==> src/hw/hblank_cfg_pkg.sv <==
// Constants shared by the blanking configuration bank and its blank generator
package hblank_cfg_pkg;
  // ****************************************
  // Field geometry
  // ****************************************
  localparam int POS_W = 13;
  localparam int NUM_POS = 6;
  localparam int NUM_REGS = 9;
  localparam logic [12:0] POS_MAX = 13'h1fff;
  localparam int FIELD_LO_LSB = 0;
  localparam int FIELD_HI_LSB = 13;
  localparam int EVEN_MASK_LSB = 13;
  localparam int ODD_MASK_LSB = 17;
  localparam int MASK_W = 4;
  localparam int PAT_W = 3;
  localparam int PAT_STRIDE = 4;
  localparam logic [2:0] AREA_LAST = 3'h5;

  // ****************************************
  // Register indices (byte address is four times the index)
  // ****************************************
  localparam logic [5:0] IDX_BASE = 6'h19;
  localparam logic [5:0] IDX_ODD_1_2 = 6'h19;
  localparam logic [5:0] IDX_ODD_3_4 = 6'h1a;
  localparam logic [5:0] IDX_ODD_5_6 = 6'h1b;
  localparam logic [5:0] IDX_EVEN_1_2 = 6'h1c;
  localparam logic [5:0] IDX_EVEN_3_4 = 6'h1d;
  localparam logic [5:0] IDX_EVEN_5_6 = 6'h1e;
  localparam logic [5:0] IDX_START_A_B = 6'h1f;
  localparam logic [5:0] IDX_START_C_MASK = 6'h20;
  localparam logic [5:0] IDX_PATTERN_ODD = 6'h21;
  localparam logic [5:0] IDX_CTRL = 6'h30;
  localparam logic [5:0] IDX_STATUS = 6'h31;

  // Positions inside the register array
  localparam int I_ODD = 0;
  localparam int I_EVEN = 3;
  localparam int I_START_A_B = 6;
  localparam int I_START_C_MASK = 7;
  localparam int I_PATTERN = 8;

  // ****************************************
  // Implemented bits and reset values
  // ****************************************
  localparam logic [31:0] MASK_26 = 32'h03ff_ffff;
  localparam logic [31:0] MASK_21 = 32'h001f_ffff;
  localparam logic [31:0] MASK_PAT = 32'h0077_7777;
  localparam logic [31:0] MASK_CTRL = 32'h0000_007f;
  localparam logic [31:0] RST_TOGGLE = 32'h0000_0000;
  localparam logic [31:0] RST_START_A_B = 32'h03ff_ffff;
  localparam logic [31:0] RST_START_C_MASK = 32'h0000_1fff;
  localparam logic [31:0] RST_PATTERN = 32'h0000_0000;
  localparam logic [31:0] RST_CTRL = 32'h0000_0000;

  // Control and status bit positions
  localparam int CTRL_ALT_BIT = 0;
  localparam int CTRL_EN_LSB = 1;
  localparam int STAT_BLANK_BIT = 0;
  localparam int STAT_REGION_LSB = 1;
  localparam int STAT_ALT_BIT = 3;

  // Repeat region codes
  typedef enum logic [1:0] {REGION_NONE, REGION_A, REGION_B, REGION_C} region_t;
endpackage

==> src/hw/blank_toggle_gen.sv <==
// Horizontal blank level generator driven by six toggle positions
`timescale 1ns/1ns
`default_nettype none
module blank_toggle_gen
  import hblank_cfg_pkg::*;
(
  // Clock and reset
  input wire logic mclk_in,
  input wire logic rst_in,
  // Control
  input wire logic run_in,
  input wire logic line_start_in,
  input wire logic [POS_W-1:0] count_in,
  input wire logic [POS_W-1:0] pos_in [0:NUM_POS-1],
  input wire logic [NUM_POS-1:0] en_in,
  // Blank level
  output logic blank_out
);
  logic blank_r;
  logic blank_nxt;
  logic [NUM_POS-1:0] hit;

  always_comb
  begin
    for (int k = 0; k < NUM_POS; k++)
    begin
      hit[k] = en_in[k] && (count_in == pos_in[k]);
    end
    blank_nxt = blank_r;
    // Every line starts unblanked so a lost toggle cannot carry over
    if (line_start_in || !run_in)
    begin
      blank_nxt = 1'b0;
    end
    else if (|hit)
    begin
      blank_nxt = ~blank_r;
    end
  end

  always_ff @(posedge mclk_in)
  begin
    if (rst_in)
    begin
      blank_r <= 1'b0;
    end
    else
    begin
      blank_r <= blank_nxt;
    end
  end

  assign blank_out = blank_r;
endmodule
`default_nettype wire

==> src/hw/hblank_toggle_repeat_cfg.sv <==
// Blanking toggle and repeat-area configuration bank with Wishbone slave
// How it works
// The third to sixth odd-line toggle positions sit as two 13-bit fields per register, lower one in the low bits.
// Six further 13-bit toggle positions for even lines sit two per register in three consecutive registers.
// In alternate mode each odd-line field is the first clock group's repeat setting for repeat areas 0 to 5.
// In alternate mode each even-line field is the second clock group's repeat setting for the same area.
// Three 13-bit start positions A, B and C place the repeat areas along the line in alternate mode.
// Software sets an unused start position to 8191 so that its area is never entered.
// A 4-bit even-line mask enables freeze and resume for vertical groups A to D on even lines.
// A 4-bit odd-line mask enables freeze and resume for vertical groups A to D on odd lines.
// Six 3-bit odd-line pattern selectors for areas 0 to 5 sit one per nibble, top nibble bit unused.
// The first and second odd-line toggle positions sit in the register just before this set.
// Outside alternate mode the blank output toggles whenever the pixel count hits an enabled position, except in a line-start cycle, which clears it.
`timescale 1ns/1ns
`default_nettype none
module hblank_toggle_repeat_cfg
  import hblank_cfg_pkg::*;
(
  // Clock and reset
  input wire logic mclk_in,
  input wire logic rst_in,
  // Wishbone slave
  input wire logic cyc_in,
  input wire logic stb_in,
  input wire logic we_in,
  input wire logic [7:0] adr_in,
  input wire logic [3:0] sel_in,
  input wire logic [31:0] dat_in,
  output logic [31:0] dat_out,
  output logic ack_out,
  // Line timing
  input wire logic line_start_in,
  input wire logic line_odd_in,
  input wire logic [POS_W-1:0] count_in,
  input wire logic [2:0] repeat_area_in,
  // Blanking and repeat outputs
  output logic horizontal_blank_out,
  output logic alternate_blank_mode_out,
  output logic [1:0] repeat_region_out,
  output logic [POS_W-1:0] area_first_group_repeat_out,
  output logic [POS_W-1:0] area_second_group_repeat_out,
  output logic [PAT_W-1:0] repeat_area_pattern_sel_out,
  // Freeze enables per vertical group
  output logic [MASK_W-1:0] even_line_freeze_enable_out,
  output logic [MASK_W-1:0] odd_line_freeze_enable_out
);
  // ****************************************
  // Helpers
  // ****************************************
  function automatic logic [POS_W-1:0] field13(input logic [31:0] w, input logic hi);
    field13 = hi ? w[FIELD_HI_LSB +: POS_W] : w[FIELD_LO_LSB +: POS_W];
  endfunction

  function automatic logic [31:0] merge(input logic [31:0] old, input logic [31:0] wr, input logic [3:0] sel);
    logic [31:0] res;
    res = old;
    for (int b = 0; b < 4; b++)
    begin
      if (sel[b])
      begin
        res[b*8 +: 8] = wr[b*8 +: 8];
      end
    end
    merge = res;
  endfunction

  function automatic logic [31:0] reg_mask(input int i);
    if (i == I_START_C_MASK)
    begin
      reg_mask = MASK_21;
    end
    else if (i == I_PATTERN)
    begin
      reg_mask = MASK_PAT;
    end
    else
    begin
      reg_mask = MASK_26;
    end
  endfunction

  function automatic logic [31:0] reg_reset(input int i);
    if (i == I_START_A_B)
    begin
      reg_reset = RST_START_A_B;
    end
    else if (i == I_START_C_MASK)
    begin
      reg_reset = RST_START_C_MASK;
    end
    else if (i == I_PATTERN)
    begin
      reg_reset = RST_PATTERN;
    end
    else
    begin
      reg_reset = RST_TOGGLE;
    end
  endfunction

  // An unused start left at the maximum can never be reached
  function automatic logic passed(input logic [POS_W-1:0] start, input logic [POS_W-1:0] cnt);
    passed = (start != POS_MAX) && (cnt >= start);
  endfunction

  // ****************************************
  // Register bank and bus slave
  // ****************************************
  logic [31:0] regs_r [0:NUM_REGS-1];
  logic [31:0] regs_nxt [0:NUM_REGS-1];
  logic [31:0] ctrl_r;
  logic [31:0] ctrl_nxt;
  logic ack_r;
  logic ack_nxt;
  logic [31:0] dat_r;
  logic [31:0] dat_nxt;
  logic [5:0] idx;
  logic req;
  logic blank_w;
  logic alt;
  region_t region_r;
  region_t region_nxt;

  assign idx = adr_in[7:2];
  assign req = cyc_in && stb_in && !ack_r;
  assign alt = ctrl_r[CTRL_ALT_BIT];

  // Writes land on the edge that raises ack; unmapped words read zero and drop writes
  always_comb
  begin
    for (int i = 0; i < NUM_REGS; i++)
    begin
      regs_nxt[i] = regs_r[i];
    end
    ctrl_nxt = ctrl_r;
    dat_nxt = dat_r;
    ack_nxt = req;
    if (req && we_in)
    begin
      for (int i = 0; i < NUM_REGS; i++)
      begin
        if (idx == IDX_BASE + 6'(i))
        begin
          regs_nxt[i] = merge(regs_r[i], dat_in, sel_in) & reg_mask(i);
        end
      end
      if (idx == IDX_CTRL)
      begin
        ctrl_nxt = merge(ctrl_r, dat_in, sel_in) & MASK_CTRL;
      end
    end
    else if (req)
    begin
      dat_nxt = 32'h0000_0000;
      for (int i = 0; i < NUM_REGS; i++)
      begin
        if (idx == IDX_BASE + 6'(i))
        begin
          dat_nxt = regs_r[i];
        end
      end
      if (idx == IDX_CTRL)
      begin
        dat_nxt = ctrl_r;
      end
      if (idx == IDX_STATUS)
      begin
        dat_nxt[STAT_BLANK_BIT] = blank_w;
        dat_nxt[STAT_REGION_LSB +: 2] = region_r;
        dat_nxt[STAT_ALT_BIT] = alt;
      end
    end
  end

  always_ff @(posedge mclk_in)
  begin
    if (rst_in)
    begin
      for (int i = 0; i < NUM_REGS; i++)
      begin
        regs_r[i] <= reg_reset(i);
      end
      ctrl_r <= RST_CTRL;
      ack_r <= 1'b0;
      dat_r <= 32'h0000_0000;
    end
    else
    begin
      for (int i = 0; i < NUM_REGS; i++)
      begin
        regs_r[i] <= regs_nxt[i];
      end
      ctrl_r <= ctrl_nxt;
      ack_r <= ack_nxt;
      dat_r <= dat_nxt;
    end
  end

  assign ack_out = ack_r;
  assign dat_out = dat_r;

  // ****************************************
  // Blank generator
  // ****************************************
  logic [POS_W-1:0] pos [0:NUM_POS-1];

  always_comb
  begin
    for (int k = 0; k < NUM_POS; k++)
    begin
      pos[k] = field13(regs_r[(line_odd_in ? I_ODD : I_EVEN) + k / 2], k[0]);
    end
  end

  blank_toggle_gen u_blank
  (
    .mclk_in(mclk_in),
    .rst_in(rst_in),
    .run_in(!alt),
    .line_start_in(line_start_in),
    .count_in(count_in),
    .pos_in(pos),
    .en_in(ctrl_r[CTRL_EN_LSB +: NUM_POS]),
    .blank_out(blank_w)
  );

  assign horizontal_blank_out = blank_w;

  // ****************************************
  // Repeat areas and freeze enables
  // ****************************************
  logic [POS_W-1:0] first_r;
  logic [POS_W-1:0] first_nxt;
  logic [POS_W-1:0] second_r;
  logic [POS_W-1:0] second_nxt;
  logic [PAT_W-1:0] pat_r;
  logic [PAT_W-1:0] pat_nxt;
  logic [MASK_W-1:0] even_en_r;
  logic [MASK_W-1:0] odd_en_r;
  logic alt_r;
  logic area_ok;
  int sel_i;

  always_comb
  begin
    area_ok = alt && (repeat_area_in <= AREA_LAST);
    sel_i = int'(repeat_area_in[2:1]);
    first_nxt = '0;
    second_nxt = '0;
    pat_nxt = '0;
    if (area_ok)
    begin
      first_nxt = field13(regs_r[I_ODD + sel_i], repeat_area_in[0]);
      second_nxt = field13(regs_r[I_EVEN + sel_i], repeat_area_in[0]);
      pat_nxt = regs_r[I_PATTERN][{repeat_area_in, 2'b00} +: PAT_W];
    end
    region_nxt = REGION_NONE;
    if (alt)
    begin
      if (passed(regs_r[I_START_A_B][FIELD_LO_LSB +: POS_W], count_in))
      begin
        region_nxt = REGION_A;
      end
      if (passed(regs_r[I_START_A_B][FIELD_HI_LSB +: POS_W], count_in))
      begin
        region_nxt = REGION_B;
      end
      if (passed(regs_r[I_START_C_MASK][FIELD_LO_LSB +: POS_W], count_in))
      begin
        region_nxt = REGION_C;
      end
    end
  end

  always_ff @(posedge mclk_in)
  begin
    if (rst_in)
    begin
      first_r <= '0;
      second_r <= '0;
      pat_r <= '0;
      region_r <= REGION_NONE;
      even_en_r <= '0;
      odd_en_r <= '0;
      alt_r <= 1'b0;
    end
    else
    begin
      first_r <= first_nxt;
      second_r <= second_nxt;
      pat_r <= pat_nxt;
      region_r <= region_nxt;
      even_en_r <= regs_r[I_START_C_MASK][EVEN_MASK_LSB +: MASK_W];
      odd_en_r <= regs_r[I_START_C_MASK][ODD_MASK_LSB +: MASK_W];
      alt_r <= alt;
    end
  end

  assign area_first_group_repeat_out = first_r;
  assign area_second_group_repeat_out = second_r;
  assign repeat_area_pattern_sel_out = pat_r;
  assign repeat_region_out = region_r;
  assign even_line_freeze_enable_out = even_en_r;
  assign odd_line_freeze_enable_out = odd_en_r;
  assign alternate_blank_mode_out = alt_r;
endmodule
`default_nettype wire

==> config.mk <==
export PLATFORM = sky130hd
export DESIGN_NAME = hblank_toggle_repeat_cfg
export DESIGN_NICKNAME = d
export VERILOG_FILES = /design/src/hw/hblank_cfg_pkg.sv /design/src/hw/blank_toggle_gen.sv /design/src/hw/hblank_toggle_repeat_cfg.sv
export SDC_FILE = /design/constraint.sdc
export NUM_CORES = 1
export LEC_CHECK = 0
export BUFFER_PORTS_ARGS = -buffer_cell sky130_fd_sc_hd__buf_2
export CAP_MARGIN = 10
export CORE_UTILIZATION = 30
export DETAILED_ROUTE_END_ITERATION = 12
export GPL_TIMING_DRIVEN = 0
export PLACE_DENSITY = 0.51
export SLEW_MARGIN = 40
export SYNTH_ARGS = -nofsm -noshare
export SYNTH_HDL_FRONTEND = slang
export SYNTH_SLANG_ARGS = --single-unit
==> constraint.sdc <==
create_clock -name mclk_in -period 3.05 [get_ports mclk_in]
set_input_delay 0.1525 -clock mclk_in [delete_from_list [all_inputs] [get_ports mclk_in]]
set_output_delay 0.1525 -clock mclk_in [all_outputs]
set_load 0.02 [all_outputs]
Word level (Yosys, flattened, before mapping)
Memory sizes are Yosys's and may differ from the RTL's.
Index checks and enable logic that the tools add are counted.
{ "op_classes": {"shift": 1, "bitwise": 22, "n_eq_ne": 20, "n_mux": 168, "add_sub_neg": 3, "n_mul": 0, "n_div": 0, "order_cmp": 4, "reduce_logical": 21} }
{ "op_table": {"columns": ["op", "n"], "rows": [
  ["$mux 32", 49],
  ["$mux 8", 108],
  ["$and 32x32->32", 9],
  ["$mux 288", 1],
  ["$eq 13x13->1", 6],
  ["$eq 6x5->1 const B", 7],
  ["$ge 13x13->1", 3],
  ["$ne 13x13->1 const B", 3],
  ["$shiftx 32x6->3", 1],
  ["$mux 13", 2],
  ["$eq 6x6->1 const B", 4],
  ["$logic_and 1x1->1", 13],
  ["$or 1x1->1", 9],
  ["$mux 2", 3],
  ["$reduce_or 2->1", 3],
  ["$reduce_or 6->1", 1],
  ["$add 4x2->4 const B", 1],
  ["$mux 1", 4],
  ["$mux 4", 1],
  ["$not 1->1", 4],
  ["$add 2x2->3 const A", 1],
  ["$add 2x2->3 const B", 1],
  ["$le 3x3->1 const B", 1],
  ["$reduce_and 3->1", 1],
  ["3 further kinds", 3]
]} }
{ "totals": {"rom_bits": 0, "regBits": 81, "n_memories": 1, "word_cells": 251, "latch_bits": 0, "ram_bits": 288, "input_bits": 67} }
{ "mem_list": {"columns": ["name", "words", "width", "rd", "rd_ports_with_merged_regs", "wr", "line", "rtl"], "rows": [
  ["regs_r", 9, 32, 14, 0, 9, "hblank_toggle_repeat_cfg.sv:109", "logic [31:0] regs_r [0:NUM_REGS-1];"]
]} }

Longest topological paths before layout
{ "depth": {"ltp_word": 12, "depth_mapped": 11, "depth_no_buf": 9} }

By module
From an unflattened synthesis, not the netlist that was laid out.
{ "unflattened": {"cells_unflattened": 1971, "hier_area_um2": 17344.1} }
{ "modules_own_cells": {"columns": ["module", "n_inst", "seq_area_each_um2", "cells_per_inst", "area_each_um2"], "rows": [
  ["hblank_toggle_repeat_cfg", 1, 5905.7, 1844, 16258.1],
  ["blank_toggle_gen", 1, 20.0, 127, 1086.0]
]} }

Least setup slack after synthesis
No wires, ideal clock.
{ "synth_timing": {"kind": "input port to flip-flop", "start": "input repeat_area_in[2]", "end": "register second_r[0] (netlist: area_second_group_repeat_out[0])", "required_time_ns": 2.922, "setup_slack_ns": 0.193, "path_buffers": 4, "arrival_time_ns": 2.729, "path_stages": 9, "cell_sequence": "buf_1 > buf_1 > inv_1 > ha_1 > buf_2 > buf_1 > mux4_2 > mux4_2 > nor2b_1"} }
{ "synth_via": {"elab_chain_cells": 4} }
{ "synth_lines": {"columns": ["item", "line", "rtl"], "rows": [
  ["start, declared", "hblank_toggle_repeat_cfg.sv:35", "input wire logic [2:0] repeat_area_in,"],
  ["branches (longest 4 deep; another with $mem_v2 9x32)", null, null],
  ["end signal, assigned", "hblank_toggle_repeat_cfg.sv:290", "second_r <= second_nxt;"],
  ["end, declared", "hblank_toggle_repeat_cfg.sv:234", "logic [POS_W-1:0] second_r;"]
]} }
Parallel ways; which one is timed is not known.
A chain may end at the register's enable or synchronous reset.

Final worst setup path
{ "layout_timing": {"start": "input repeat_area_in[2]", "end": "register second_r[8] (netlist: area_second_group_repeat_out[8])"} }
The elaborated chain is that of the path after synthesis.

==> impl_metrics.ini <==
[status]
status = complete, no violations

[setup_path]
endpoint_kind = register
crit_path_start_kind = primary input
cp.required_ns = 3.49
r2r_slack_ns = 0.14
crit_fanout = 13
worstReg2RegEnd = regs_r[2][15]
crit_arrival_ns = 3.41
reg2reg_depth = 8
worstSetupPathType = primary input to register
reg2reg_from = ack_out

[logic_synthesis]
synth_area_leaders = dfxtp_1 35%, mux4_2 12%, mux2i_1 6.8%, nand2_1 6.7%, a21oi_1 6.4%
synth_seq_area_share = 0.345
yosysTopAreaCell = dfxtp_1
ys_seq_elements = 296
netlist_area_mm2 = 0.0172
yosys-top-cells-count = 307 x nand2_1, 296 x dfxtp_1, 221 x a21oi_1
yosysMostFrequentCell = nand2_1
yosys_warnings = 0
synthDistinctLibCells = 60
synth_edf_count = 0
synth_top_area_frac = 0.345
synth-async-reset-ratio = 0
synth_flop_cell = dfxtp_1
syn_avg_cell_area_um2 = 8.80
syn_inst = 1951

[placed_design]
io_buffers = 100
gp_congestion = 1.08
dp_slack_ns = -1.35
dp_hpwl_um = 76700

[clock_network]
numCtsBuffers = 37
clockBufferDepth = 3
htree_levels = 2
cts_tree = done
insertion_delay_ns = 0.58
clock-sinks = 296
post_cts_buffers = 0
root_buffer = clkbuf_16
clk_pin_slew_ns = 0.07

[floorplan]
die_h_um = 241
dieArea_mm2 = 0.0582
ios = 141
die_x_um = 241
std_cell_rows = 87
start_util = 0.304
fp.coreArea_mm2 = 0.0565

[timing]
layout_setup_ws_ns = 0.0781
rsz0062_at_grt = no
fmax_mhz = 336
relSlewSlack = 0.372
setup_viol = 0
worst_pin_slew_ns = 0.942
finalClockSkew_ns = 0.0287
hold_viol = 0
post-route-period-util = 0.974
period_minus_slack_ns = 2.97
maxSlewViolCount = 0

[routing]
dr.pass1.iters = 5
vias = 17200
via_per_inst = 5.94
wl_per_cell_um = 33.3
drt_iter0_drc = 2039
drc_errors = 0
wl_um = 96200
detail-route-antenna-nets = 0

[global_route]
use_met2 = 0.497
grt_max_degree = 14
overflow = 0
grt_first_pass_wirelength_um = 130000
antenna_found_initial = 4
grt_use_total = 0.329
use_met1 = 0.443
grt_use_met3 = 0.0569
grt.busiest_layer = met2
grt_pass1_vias = 16200

[power_and_ir_drop]
max-vdd-ir-drop_mv = 0.292
power_density_mw_per_mm2 = 474
leakage_nw = 7.56

[min_path]
worstHoldEndpoint = regs_r[7][13]
holdCritPathClass = primary input to register
hold_start = sel_in[1]
whs_path_depth = 5

[layout]
drive_gt1_frac = 0.175
syn_to_final_growth_pct = 16.4
layout.nets = 2210
final_util = 0.354

[job]
max_cap_viol_count = 0
-- area by class of cell --
cell class              instances  area (µm²)
flip-flops and latches        296        5930
fillers                      5903       36500
clock inverters                13         163
diodes                          4        10.0
clock buffers                  53        1060
inverters                      45         170
well taps                     756         946
repair buffers                108         582
plain buffers                 180         880
multi-input cells            1434       10300
-- sequential cells by signal (all words and copies together), names as in the netlist --
register                      flops
regs_r                          221
dat_out                          26
area_first_group_repeat_out      13
area_second_group_repeat_out     13
ctrl_r                            7
even_line_freeze_enable_out       4
odd_line_freeze_enable_out        4
repeat_area_pattern_sel_out       3
repeat_region_out                 2
ack_out                           1
alternate_blank_mode_out          1
u_blank.blank_out                 1
-- what timing repair did --
item	in CTS	in global routing
endpoints found under the setup margin	13	9
hold endpoints to repair	22	0
hold buffers	7	0
resized for setup	6	2
gates cloned	0	0
-- report_power, final --
part           switching, mW  internal (mW)
logic                  0.712          0.306
clock network           1.88           2.68
registers            0.00691           3.87
total                   2.60           6.86
-- logic make-up after synthesis --
group / count (synthesis) / share of synthesized area
xor gates and xnor gates: 78 / 0.0398
muxes: 225 / 0.200
and+or+nand+nor: 678 / 0.180
AOI/OAI and AO/OA: 406 / 0.145
other: 1 / 0.000218
buffers and inverters: 226 / 0.0595
DFF: 296 / 0.345
adders and majority gates: 41 / 0.0299
-- worst max-delay path by stage --
stage                       from                               to  slack (ns)
2_1_floorplan  repeat_area_in[2]  area_second_group_repeat_out[0]        0.19
3_3_place_gp   repeat_area_in[2]  area_second_group_repeat_out[4]       -1.45
3_5_place_dp   repeat_area_in[2]  area_second_group_repeat_out[4]       -1.35
4_1_cts        repeat_area_in[1]  area_second_group_repeat_out[8]        0.04
5_1_grt        repeat_area_in[1]  area_second_group_repeat_out[1]        0.04
6_report       repeat_area_in[2]  area_second_group_repeat_out[8]        0.08
-- critical path: stages --
cell	delay, ns
buf_2	0.40
clkbuf_4	0.39
inv_1	0.14
ha_1	0.29
buf_2	0.27
buf_2	0.37
buf_4	0.31
mux4_2	0.37
mux4_2	0.53
nor2b_1	0.16
-- cells in the final DEF, fill, tap and decap left out, types with 19 or more instances in the layout --
| master | instances |
|---|---|
| a21oi_1 | 221 |
| a22oi_1 | 23 |
| buf_2 | 153 |
| buf_4 | 19 |
| clkbuf_1 | 82 |
| clkbuf_16 | 39 |
| dfxtp_1 | 296 |
| ha_1 | 41 |
| inv_1 | 42 |
| mux2i_1 | 117 |
| mux4_2 | 93 |
| nand2_1 | 307 |
| nand3_1 | 194 |
| nand4_1 | 22 |
| nor2_1 | 66 |
| nor2b_1 | 31 |
| o211ai_1 | 39 |
| o21ai_0 | 36 |
| xnor2_1 | 39 |
| xor2_1 | 39 |
-- per-stage QoR --
step,hold WS [ns],cells,power (mW),cell area (µm²),TNS [ns]
2_1_floorplan,0.266,1956,4.51,17200,0
6_report,0.0360,2889,9.47,20000,0
4_1_cts,0.0164,2885,9.48,20000,0
3_3_place_gp,0.433,2812,4.94,18600,-18.14
3_5_place_dp,0.441,2813,4.95,18700,-17.14
5_1_grt,0.0394,2885,9.66,20000,0
-- per-layer routing --
| metal | wire length (µm) | vias to the layer above |
|---|---|---|
| li1 | - | 7373 |
| met5 | 26 | - |
| met4 | 6110 | 4 |
| met1 | 41000 | 8539 |
| met2 | 41100 | 1024 |
| met3 | 7960 | 227 |
Note: power is estimated with default switching activity, not from simulation.
